### src/verilog/hsic_map.svh
// Purpose: Offsets, field positions and reset values for the microframe
//          byte count write-back block.
// Assumes: Byte addresses on an 8-bit register port, 32-bit data.
// Notes:   Definitions only; included by the modules and the bench.
`ifndef HSIC_MAP_SVH
`define HSIC_MAP_SVH

// ==========================================================================
// Register offsets
// ==========================================================================
`define HSIC_OFF_MASK 8'h00
`define HSIC_OFF_FRAME 8'h04
`define HSIC_OFF_STATUS 8'h08
`define HSIC_OFF_HI 8'h0C
`define HSIC_OFF_MID 8'h10
`define HSIC_OFF_LO 8'h14
`define HSIC_OFF_BUSPOS 8'h18

// ==========================================================================
// Reset values
// ==========================================================================
`define HSIC_MASK_RST 8'h00
`define HSIC_FRAME_RST 8'h00
`define HSIC_COUNT_RST 12'h000
`define HSIC_RESULT_RST 3'h0

// ==========================================================================
// Field positions (least significant bit of each field) and the status field width
// ==========================================================================
`define HSIC_HI_U7_LSB 20
`define HSIC_HI_U6_LSB 8
`define HSIC_HI_U5H_LSB 0
`define HSIC_MID_U5L_LSB 28
`define HSIC_MID_U4_LSB 16
`define HSIC_MID_U3_LSB 4
`define HSIC_MID_U2H_LSB 0
`define HSIC_LO_U2L_LSB 24
`define HSIC_LO_U1_LSB 12
`define HSIC_LO_U0_LSB 0
`define HSIC_STAT_LSB 8
`define HSIC_STAT_W 3
`define HSIC_FRAME_CMP_LSB 3
`define HSIC_RES_XACT_ERR 0
`define HSIC_RES_BABBLE 1
`define HSIC_RES_UNDERRUN 2

`endif

### src/verilog/hsic_pkg.sv
// Purpose: Shared types of the microframe byte count write-back block.
// Assumes: Field positions and offsets live in hsic_map.svh.
// Notes:   Types only.
// ==========================================================================
// Types
// ==========================================================================
package hsic_pkg;
  typedef logic [11:0] hsic_count_t;
  typedef logic [2:0] hsic_result_t;
  typedef logic [2:0] hsic_uframe_t;
endpackage : hsic_pkg

### src/verilog/hsic_pack_if.sv
// Purpose: Carries the eight stored counts to the packer and the three
//          packed words back.
// Assumes: Single clock; the packer is purely combinational.
// Notes:   None.
// ==========================================================================
// Count packing interface
// ==========================================================================
interface hsic_pack_if;
  import hsic_pkg::*;
  hsic_count_t count [8];
  logic [31:0] hi_word;
  logic [31:0] mid_word;
  logic [31:0] lo_word;
  modport store (output count, input hi_word, input mid_word, input lo_word);
  modport packer (input count, output hi_word, output mid_word,
                  output lo_word);
endinterface : hsic_pack_if

### src/verilog/hsic_uframe_writeback.sv
// Purpose: Writes back the bytes received in each microframe of a frame
//          into the three count words of a periodic interrupt descriptor.
// Assumes: sys_clk at 20 MHz, synchronous active-high reset, scheduler
//          inputs on the same clock, registers on a plain strobe port.
// Notes:   Read data stand for one cycle after the read strobe only.
//          A software mask write wins over a same-cycle hardware clear.
`include "hsic_map.svh"

module hsic_uframe_writeback
  import hsic_pkg::*;
#(
  parameter int NUM_UFRAMES = 8,
  parameter int COUNT_W = 12
)(
  input wire logic sys_clk,
  input wire logic reset,
  input wire logic [7:0] reg_addr,
  input wire logic [31:0] reg_wdata,
  input wire logic reg_write,
  input wire logic reg_read,
  output logic [31:0] reg_rdata,
  input wire logic [4:0] bus_frame,
  input wire hsic_uframe_t bus_uframe,
  input wire logic xfer_done,
  input wire hsic_count_t xfer_count,
  input wire hsic_result_t xfer_result,
  output logic uframe_serve
);

  // ========================================================================
  // Elaboration check
  // ========================================================================
  // The descriptor layout is fixed at eight 12-bit fields; any other
  // shape would not fit the three count words.
  generate
    if (NUM_UFRAMES != 8 || COUNT_W != 12) begin : g_bad_shape
      $error("hsic_uframe_writeback supports only 8 fields of 12 bits");
    end
  endgenerate

  // ========================================================================
  // State
  // ========================================================================
  logic [7:0] mask_reg;
  logic [7:0] mask_next;
  logic [7:0] frame_reg;
  logic [7:0] frame_next;
  hsic_count_t count_reg [8];
  hsic_result_t result_reg [8];
  logic serve_reg;
  logic [31:0] rdata_reg;
  logic [31:0] rdata_next;

  // ========================================================================
  // Register port decode
  // ========================================================================
  // Writes and reads are single strobes; no access ever waits.
  logic wr_mask;
  logic wr_frame;
  logic sel_mask;
  logic sel_frame;
  logic sel_status;
  logic sel_hi;
  logic sel_mid;
  logic sel_lo;
  logic sel_buspos;

  assign sel_mask = reg_addr == `HSIC_OFF_MASK;
  assign sel_frame = reg_addr == `HSIC_OFF_FRAME;
  assign sel_status = reg_addr == `HSIC_OFF_STATUS;
  assign sel_hi = reg_addr == `HSIC_OFF_HI;
  assign sel_mid = reg_addr == `HSIC_OFF_MID;
  assign sel_lo = reg_addr == `HSIC_OFF_LO;
  assign sel_buspos = reg_addr == `HSIC_OFF_BUSPOS;
  assign wr_mask = reg_write && sel_mask;
  assign wr_frame = reg_write && sel_frame;

  // ========================================================================
  // Microframe gate
  // ========================================================================
  logic frame_match;
  logic [7:0] uframe_onehot;
  logic uframe_enabled;
  logic [7:0] slot_write;

  hsic_uframe_gate u_gate (
    .activation_mask (mask_reg),
    .desc_frame (frame_reg),
    .bus_frame (bus_frame),
    .bus_uframe (bus_uframe),
    .frame_match (frame_match),
    .uframe_onehot (uframe_onehot),
    .uframe_enabled (uframe_enabled)
  );

  // The end of a served transaction picks exactly one slot; an unserved
  // microframe leaves every slot untouched.
  assign slot_write = (xfer_done && uframe_enabled) ? uframe_onehot
                                                    : 8'h00;

  // ========================================================================
  // Activation mask and descriptor frame
  // ========================================================================
  // A software write in the same cycle as a hardware clear wins, so a bit
  // that software re-arms is never lost to the clear.
  assign mask_next = wr_mask ? reg_wdata[7:0]
                             : (mask_reg & ~slot_write);
  assign frame_next = wr_frame ? reg_wdata[7:0] : frame_reg;

  // Mask and frame registers.
  always_ff @(posedge sys_clk) begin
    if (reset) begin
      mask_reg <= `HSIC_MASK_RST;
      frame_reg <= `HSIC_FRAME_RST;
    end else begin
      mask_reg <= mask_next;
      frame_reg <= frame_next;
    end
  end

  // ========================================================================
  // Per-microframe count and result slots
  // ========================================================================
  hsic_pack_if pk ();
  logic [23:0] result_field;

  genvar gi;
  generate
    for (gi = 0; gi < 8; gi++) begin : g_slot
      // Each slot keeps its last value until its own microframe is served.
      always_ff @(posedge sys_clk) begin
        if (reset) begin
          count_reg[gi] <= `HSIC_COUNT_RST;
          result_reg[gi] <= `HSIC_RESULT_RST;
        end else if (slot_write[gi]) begin
          count_reg[gi] <= xfer_count;
          result_reg[gi] <= xfer_result;
        end
      end
      assign pk.count[gi] = count_reg[gi];
      assign result_field[gi*3 +: 3] = result_reg[gi];
    end
  endgenerate

  // Packing of the counts into the three words.
  hsic_count_pack u_pack (
    .pk (pk.packer)
  );

  // ========================================================================
  // Read path
  // ========================================================================
  // Status word: results above the mask, as the descriptor lays them out.
  logic [31:0] status_word;
  logic [31:0] buspos_word;
  logic [31:0] read_word;

  assign status_word = {result_field, mask_reg};
  assign buspos_word = {22'h000000, frame_match, uframe_enabled,
                        bus_frame, bus_uframe};
  // Unmapped addresses read as zero.
  assign read_word = sel_mask   ? {24'h000000, mask_reg}  :
                     sel_frame  ? {24'h000000, frame_reg} :
                     sel_status ? status_word             :
                     sel_hi     ? pk.hi_word              :
                     sel_mid    ? pk.mid_word             :
                     sel_lo     ? pk.lo_word              :
                     sel_buspos ? buspos_word             : 32'h00000000;
  // Data stand only in the cycle after the strobe, zero otherwise, so a
  // stale value can never be mistaken for a fresh read.
  assign rdata_next = reg_read ? read_word : 32'h00000000;

  // Read data and serve flag registers.
  always_ff @(posedge sys_clk) begin
    if (reset) begin
      rdata_reg <= 32'h00000000;
      serve_reg <= 1'b0;
    end else begin
      rdata_reg <= rdata_next;
      serve_reg <= uframe_enabled;
    end
  end

  assign reg_rdata = rdata_reg;
  assign uframe_serve = serve_reg;
endmodule : hsic_uframe_writeback

### src/verilog/hsic_count_pack.sv
// Purpose: Lays the eight 12-bit counts into the three descriptor words.
// Assumes: Counts are held in flip-flops by the caller.
// Notes:   Two counts straddle a word boundary.
`include "hsic_map.svh"

// ==========================================================================
// Count packer
// ==========================================================================
module hsic_count_pack
  import hsic_pkg::*;
(
  hsic_pack_if.packer pk
);
  // Upper word holds microframes 7, 6 and the top of 5.
  assign pk.hi_word[`HSIC_HI_U7_LSB +: 12] = pk.count[7];
  assign pk.hi_word[`HSIC_HI_U6_LSB +: 12] = pk.count[6];
  assign pk.hi_word[`HSIC_HI_U5H_LSB +: 8] = pk.count[5][11:4];

  // Middle word holds the tail of 5, then 4, 3 and the top of 2.
  assign pk.mid_word[`HSIC_MID_U5L_LSB +: 4] = pk.count[5][3:0];
  assign pk.mid_word[`HSIC_MID_U4_LSB +: 12] = pk.count[4];
  assign pk.mid_word[`HSIC_MID_U3_LSB +: 12] = pk.count[3];
  assign pk.mid_word[`HSIC_MID_U2H_LSB +: 4] = pk.count[2][11:8];

  // Lower word holds the tail of 2, then 1 and 0.
  assign pk.lo_word[`HSIC_LO_U2L_LSB +: 8] = pk.count[2][7:0];
  assign pk.lo_word[`HSIC_LO_U1_LSB +: 12] = pk.count[1];
  assign pk.lo_word[`HSIC_LO_U0_LSB +: 12] = pk.count[0];
endmodule : hsic_count_pack

### src/verilog/hsic_uframe_gate.sv
// Purpose: Decides whether the current microframe is to be served.
// Assumes: All inputs come from logic on the same clock.
// Notes:   Combinational; the caller registers what leaves the block.
`include "hsic_map.svh"

// ==========================================================================
// Microframe gate
// ==========================================================================
module hsic_uframe_gate
  import hsic_pkg::*;
(
  input wire logic [7:0] activation_mask,
  input wire logic [7:0] desc_frame,
  input wire logic [4:0] bus_frame,
  input wire hsic_uframe_t bus_uframe,
  output logic frame_match,
  output logic [7:0] uframe_onehot,
  output logic uframe_enabled
);
  // Only the frame bits of the descriptor field are compared; the low
  // three bits name a microframe and must not spoil the match.
  assign frame_match = desc_frame[7:`HSIC_FRAME_CMP_LSB] == bus_frame;
  assign uframe_onehot = 8'h01 << bus_uframe;
  // A microframe is served only with its mask bit set and the frame right.
  assign uframe_enabled = frame_match
                          && ((activation_mask & uframe_onehot) != 8'h00);
endmodule : hsic_uframe_gate

### config.mk
export PLATFORM = sky130hd
export DESIGN_NAME = hsic_uframe_writeback
export DESIGN_NICKNAME = d
export VERILOG_FILES = /design/src/verilog/hsic_pkg.sv /design/src/verilog/hsic_pack_if.sv /design/src/verilog/hsic_uframe_writeback.sv /design/src/verilog/hsic_count_pack.sv /design/src/verilog/hsic_uframe_gate.sv
export VERILOG_INCLUDE_DIRS = /design/src /design/src/verilog
export SDC_FILE = /design/constraint.sdc
export NUM_CORES = 1
export LEC_CHECK = 0
export BUFFER_PORTS_ARGS = -buffer_cell sky130_fd_sc_hd__clkbuf_2
export CORE_MARGIN = 1
export CORE_UTILIZATION = 35
export DETAILED_ROUTE_END_ITERATION = 6
export PLACE_DENSITY_LB_ADDON = 0.08
export SYNTH_ARGS = -nofsm -noshare
export SYNTH_HDL_FRONTEND = slang
export SYNTH_SLANG_ARGS = --single-unit
### constraint.sdc
create_clock -name sys_clk -period 3 [get_ports sys_clk]
set_input_delay 0.15 -clock sys_clk [delete_from_list [all_inputs] [get_ports sys_clk]]
set_output_delay 0.15 -clock sys_clk [all_outputs]
set_load 0.05 [all_outputs]
==> impl_metrics.py, run 1 <==
metrics = {
    "layout": {
        "layout_commonest_cell": "edfxtp_1",
        "area_growth_pct": 16.9,
        "final_cell_mix": "edfxtp_1, nor4_1, clkbuf_2",
        "design_area_sq_mm": 0.00913,
        "fillers": 2156,
        "final_cells": 1050,
        "largest_reg_flops": 96,
        "layout-drive-gt1-share_pct": 22.3,
        "fin_nets": 825,
        "diodes": 0,
    },
    "placed_design": {
        "dp_hpwl_um": 17400,
        "dp_cells": 1010,
        "portBuffers": 76,
        "place_area_sq_mm": 0.00849,
        "gp_congestion": 0.874,
    },
    "route": {
        "drt-total-wl_um": 26600,
        "drt-vias-per-instance": 5.94,
        "drc": 0,
        "wire_per_inst_um": 25.3,
        "dr.pass1.iters": 5,
        "first_iter_violations": 521,
        "vias": 6239,
        "ant_nets": 0,
    },
    "global_routing": {
        "first_global_vias": 5961,
        "grt_first_pass_wirelength_um": 39400,
        "grt_use_total_pct": 24.1,
        "antenna_found_initial": 0,
        "grt_max_degree": 124,
        "grt.overflow.total": 0,
    },
    "pwr": {
        "ir_worst_vdd_mv": 0.282,
        "powerDensity_mw_per_mm2": 564,
        "finalPower_w": 0.00515,
        "p_leak_nw": 3.07,
    },
    "floorplan": {
        "die_w_um": 151,
        "rows": 54,
        "start_util_pct": 35.7,
        "die_h_um": 151,
        "coreArea_sq_mm": 0.0219,
        "die_area_sq_mm": 0.0229,
        "ios": 101,
    },
    "run": {
        "drv_cap": 0,
    },
    "clocking": {
        "cts_max_level": 4,
        "cts_root_buf": "clkbuf_16",
        "cts_tree": "built",
        "clock_latency_ps": 430,
        "cts_setup_buffers": 0,
        "cts.sinks": 169,
        "clkTransAtPathRegs_ps": 70,
        "cts_buffer_depth": 2,
        "cts_buffers": 17,
    },
    "logic_synthesis": {
        "netlist-cell-type-count": 49,
        "synth_edf_count": 120,
        "synth.net_count": 772,
        "synth-simple-area-share_pct": 18.2,
        "synth-seq-area-share_pct": 58.7,
        "synthAdderAreaFrac_pct": 0,
        "synth_seq_cells": 169,
        "synth_cells": 704,
        "synth_area_sq_mm": 0.00781,
        "synth_compound_area_share_pct": 12.5,
        "synth_top_family_by_area": "simple AND/OR/NAND/NOR gates",
        "muxShareOfSynthArea_pct": 5.75,
        "async_flop_share_pct": 0,
        "synth_flop_cell": "edfxtp_1",
        "yosys_warnings": 0,
        "synth-xor-area-share_pct": 0.560,
        "post_synth.cell_area_avg_sq_um": 11.1,
    },
    "setup_path": {
        "crit_buf_inv": 1,
        "cp_slowest_cell": "or3_1",
        "max_stage_delay_ps": 540,
        "path_class": "reg -> reg",
        "crit_arrival_ps": 2620,
        "cp-start-kind": "flop",
        "crit_start": "frame_reg[7]$_SDFFE_PP0P_",
        "r2r-start": "frame_reg[7]$_SDFFE_PP0P_",
        "path_cells": "xor2_1 -> nor3_1 -> nand4_4 -> buf_12 -> or3_1 -> nor2_1",
        "required_ps": 3270,
        "path_max_fanout": 123,
        "cp_top_family": "simple AND/OR/NAND/NOR gates",
        "cp-end-kind": "flop",
    },
    "timing": {
        "period_needed_ps": 2350,
        "final.setup.tns_ps": 0,
        "max_freq_ghz": 0.426,
        "max_slew_margin_pct": 36.5,
        "finalHoldViolations": 0,
        "tightest_slew_ps": 953,
        "fin_skew_ps": 13.7,
        "slew_viol_final": 0,
        "finalCritPeriodShare_pct": 78.3,
        "timing.hold.ws_ps": 147,
        "setup_viol": 0,
        "rsz0062_at_grt": "no",
    },
    "status": {
        "status": "complete, no violations",
    },
    "hold_path": {
        "hp-class": "in -> reg",
        "min_from": "reg_write",
    },
}
==> layout make-up <==
| type | instances | area [sq um] | share of cell area (%) |
|---|---|---|---|
| clock buffers | 18 | 429 | 4.70 |
| flip-flops and latches | 169 | 4580 | 50.2 |
| inverters | 7 | 26.3 | 0.288 |
| well taps | 280 | 350 | 3.84 |
| multi-input cells | 451 | 2910 | 31.9 |
| clock inverters | 14 | 131 | 1.44 |
| repair buffers | 111 | 701 | 7.67 |
==> stage by stage <==
stage               setup slack (ps)  utilization, %
floorplan                        919               -
global placement                 702            38.8
finish                           651            41.7
detailed placement               662            38.8
CTS                              645            41.7
global route                     536            41.7
==> repair_timing <==
action / in CTS / in global routing
hold buffers: 8 / 0
hold endpoints to repair: 15 / 0
gates resized for setup: 0 / 0
==> metal layers <==
metal  global-route usage (%)  wire, um  up-vias
met5                        0         0        -
met4                     7.45       352        0
met3                     3.92      1650       25
met2                     35.7     12000      245
met1                     35.8     12600     3138
li1                         -         -     2831
==> synth_stat cells, types with 2 or more instances <==
cell / count / area [sq um]
edfxtp_1: 120 / 3600
nor4_1: 113 / 707
nand2_1: 64 / 240
clkbuf_1: 59 / 221
dfxtp_1: 49 / 981
o21ai_0: 49 / 245
nor2_1: 29 / 109
a221oi_1: 28 / 245
mux2_2: 23 / 259
o21ai_1: 21 / 105
nand2b_1: 20 / 125
mux2i_1: 19 / 190
a21oi_1: 16 / 80.1
buf_2: 14 / 70.1
a21o_1: 10 / 75.1
inv_1: 7 / 26.3
o2bb2ai_1: 6 / 52.6
nor3_1: 5 / 25.0
xor2_1: 5 / 43.8
o311ai_0: 4 / 35.0
o311ai_1: 4 / 35.0
nor2b_1: 3 / 18.8
or2_2: 3 / 18.8
or3_1: 3 / 18.8
a22oi_2: 2 / 25.0
a31oi_1: 2 / 12.5
and2_0: 2 / 12.5
buf_1: 2 / 7.51
buf_4: 2 / 15.0
==> worst register-to-register path: stages, from the launching register on <==
cell and delay, ps:
dfxtp_1 340, xor2_1 170, nor3_1 440, nand4_4 190
buf_12 280, or3_1 600, nor2_1 180
==> cell families after synthesis <==
| group | after synthesis |
|---|---|
| and+or+nand+nor | 254 |
| DFF | 169 |
| AOI/OAI and AO/OA | 150 |
| buffers and inverters | 84 |
| muxes | 42 |
| xor gates and xnor gates | 5 |
==> report_power, final <==
part	switching, W	leakage, nW	internal (W)
Clock	0.00103	0.271	0.00110
Combinational	0.000310	1.26	0.000117
Sequential	0.0000247	1.53	0.00257
Total	0.00137	3.07	0.00379
==> path summary, 6_finish.rpt <==
kind / end / slack [ps] / cells after the start
worst max register to register: count_reg[1][43]$_SDFFCE_PN0P_ / 650 / 6
worst max-delay path: count_reg[1][43]$_SDFFCE_PN0P_ / 650 / 6
worst min register to register: frame_reg[1]$_SDFFE_PP0P_ / 510 / 2
worst min-delay path: mask_reg[0]$_SDFF_PP0_ / 150 / 4
No activity file was read; power rests on OpenSTA's default activity.
==> run 2: changes to the inputs <==
==> constraint.sdc (replaced) <==
create_clock -name sys_clk -period 2.45 [get_ports sys_clk]
set_input_delay 0.1225 -clock sys_clk [delete_from_list [all_inputs] [get_ports sys_clk]]
set_output_delay 0.1225 -clock sys_clk [all_outputs]
set_load 0.05 [all_outputs]
==> run 2 against run 1 <==
Critical path depth unchanged. Worst setup slack got worse by 500 ps. Sequential power increased by 22%. Hold slack got worse by 96 ps. Via count increased by 1.4%. Wire length decreased by 3.1%. Utilization increased by 0.77 points. Cell area increased by 1.8%. Critical path type unchanged. Critical endpoint is now count_reg[1][24]$_SDFFCE_PN0P_.
==> impl_metrics.py, run 2 (synthesis results as in run 1) <==
metrics = {
    "floorplan": {
        "start_util_pct": 35.7,
        "ios": 101,
        "rows": 54,
        "die_area_sq_mm": 0.0229,
        "die_w_um": 151,
        "die_h_um": 151,
        "coreArea_sq_mm": 0.0219,
    },
    "layout": {
        "design_area_sq_mm": 0.00930,
        "final_cells": 1059,
        "fin_nets": 834,
        "final_cell_mix": "edfxtp_1, nor4_1, clkbuf_2",
        "largest_reg_flops": 96,
        "multi_input_area_sq_mm": 0.00291,
        "diodes": 0,
        "layout_commonest_cell": "edfxtp_1",
        "regArea_sq_mm": 0.00458,
        "fillers": 2100,
        "area_growth_pct": 19.0,
        "layout-drive-gt1-share_pct": 22.8,
    },
    "timing": {
        "finalCritPeriodShare_pct": 93.8,
        "setup_viol": 0,
        "fin_skew_ps": 16.0,
        "tightest_slew_ps": 839,
        "max_slew_margin_pct": 44.0,
        "final.setup.tns_ps": 0,
        "period_needed_ps": 2300,
        "finalHoldViolations": 0,
        "max_freq_ghz": 0.435,
        "slew_viol_final": 0,
        "rsz0062_at_grt": "no",
    },
    "setup_path": {
        "r2r-end": "count_reg[1][24]$_SDFFCE_PN0P_",
        "crit_start": "frame_reg[4]$_SDFFE_PP0P_",
        "r2r-start": "frame_reg[4]$_SDFFE_PP0P_",
        "max_stage_delay_ps": 460,
        "ff2ff_setup_slack_ps": 150,
        "path_max_fanout": 65,
        "cp_slowest_cell": "nor3_1",
        "required_ps": 2660,
        "cp_top_family": "simple AND/OR/NAND/NOR gates",
        "path_class": "reg -> reg",
        "crit_buf_inv": 2,
        "crit_top_cell": "buf_12",
        "cp-end-kind": "flop",
        "cp-start-kind": "flop",
        "reg2reg_depth": 6,
        "path_cells": "xor2_1 -> nor3_1 -> nand4_4 -> buf_12 -> buf_12 -> nor4_1",
        "crit_arrival_ps": 2510,
    },
    "clocking": {
        "cts_setup_buffers": 0,
        "cts_max_level": 4,
        "cts_tree": "built",
        "cts.sinks": 169,
        "cts_buffers": 17,
        "cts_root_buf": "clkbuf_16",
        "clkTransAtPathRegs_ps": 70,
        "clock_latency_ps": 440,
        "ctsHoldBuffers": 8,
        "cts_buffer_depth": 2,
        "cts_resized": 0,
    },
    "global_routing": {
        "grt_max_degree": 66,
        "grt.overflow.total": 0,
        "antenna_found_initial": 0,
        "grt_use_total_pct": 23.5,
        "grt_first_pass_wirelength_um": 38500,
        "first_global_vias": 5896,
    },
    "route": {
        "dr.pass1.iters": 5,
        "first_iter_violations": 596,
        "drc": 0,
        "vias": 6329,
        "ant_nets": 0,
        "drt-vias-per-instance": 5.98,
        "drt-total-wl_um": 25800,
        "wire_per_inst_um": 24.4,
    },
    "placed_design": {
        "place_area_sq_mm": 0.00862,
        "dp_hpwl_um": 17700,
        "portBuffers": 76,
        "dp_cells": 1019,
        "gp_congestion": 0.844,
    },
    "hold_path": {
        "whs_path_depth": 2,
        "min_from": "reset",
        "holdPathEnd": "frame_reg[5]$_SDFFE_PP0P_",
        "hp-class": "in -> reg",
    },
    "pwr": {
        "p_leak_nw": 3.16,
        "powerDensity_mw_per_mm2": 701,
        "ir_worst_vdd_mv": 0.332,
    },
    "run": {
        "drv_cap": 0,
    },
    "status": {
        "status": "complete, no violations",
    },
}
## run 2: cell count changes in the layout (fill, tap and decap cells not counted), moves of 2 or more
cell	previous run	this run
buf_4	24	28
nand2b_1	17	19
nand2b_2	2	0
bufinv_16	0	2
clkinvlp_4	2	0
buf_12	3	8
clkinv_1	0	2
## run 2: through the flow
stage	power [W]	hold slack, ps	setup WS (ps)	utilization (%)
floorplan	0.00352	221	369	-
global placement	0.00377	339	186	39.4
detailed placement	0.00378	340	236	39.4
CTS	0.00655	50.5	193	42.5
global route	0.00669	76.9	23.4	42.5
finish	0.00652	51.8	153	42.5
## run 2: final cells by class
cell class              count  share of cell area (%)
clock buffers              17                    4.57
clock inverters            15                    1.92
inverters                   7                   0.282
multi-input cells         451                    31.2
flip-flops and latches    169                    49.3
well taps                 280                    3.77
repair buffers            120                    8.93
## run 2: worst register-to-register path, delay by kind of cell (launching register included)
family	cells	cell delay, ps
xor+xnor	1	160
simple gates	3	1090
buf+inv	2	490
flops	1	330
## run 2: where the power goes
part | internal [W] | leakage [nW] | switching (W) | total, W
Clock | 0.00155 | 0.297 | 0.00125 | 0.00279
Sequential | 0.00315 | 1.53 | 0.0000314 | 0.00318
Combinational | 0.000163 | 1.33 | 0.000383 | 0.000546
## run 2: how the worst max path moves through the flow
stage | end | cells past startpoint
finish | count_reg[1][24]$_SDFFCE_PN0P_ | 6
CTS | count_reg[1][24]$_SDFFCE_PN0P_ | 6
detailed placement | count_reg[0][21]$_SDFFCE_PN0P_ | 6
global route | count_reg[0][46]$_SDFFCE_PN0P_ | 6
global placement | count_reg[0][21]$_SDFFCE_PN0P_ | 6
floorplan | count_reg[0][12]$_SDFFCE_PN0P_ | 6
## run 2: routing by layer
| metal | track usage, % | vias up | share of wire, % |
|---|---|---|---|
| met3 | 4.64 | 21 | 8.3 |
| li1 | - | 2856 | - |
| met5 | 0 | - | 0 |
| met1 | 35.1 | 3137 | 46 |
| met2 | 34.9 | 315 | 44 |
| met4 | 4.95 | 0 | 1.0 |
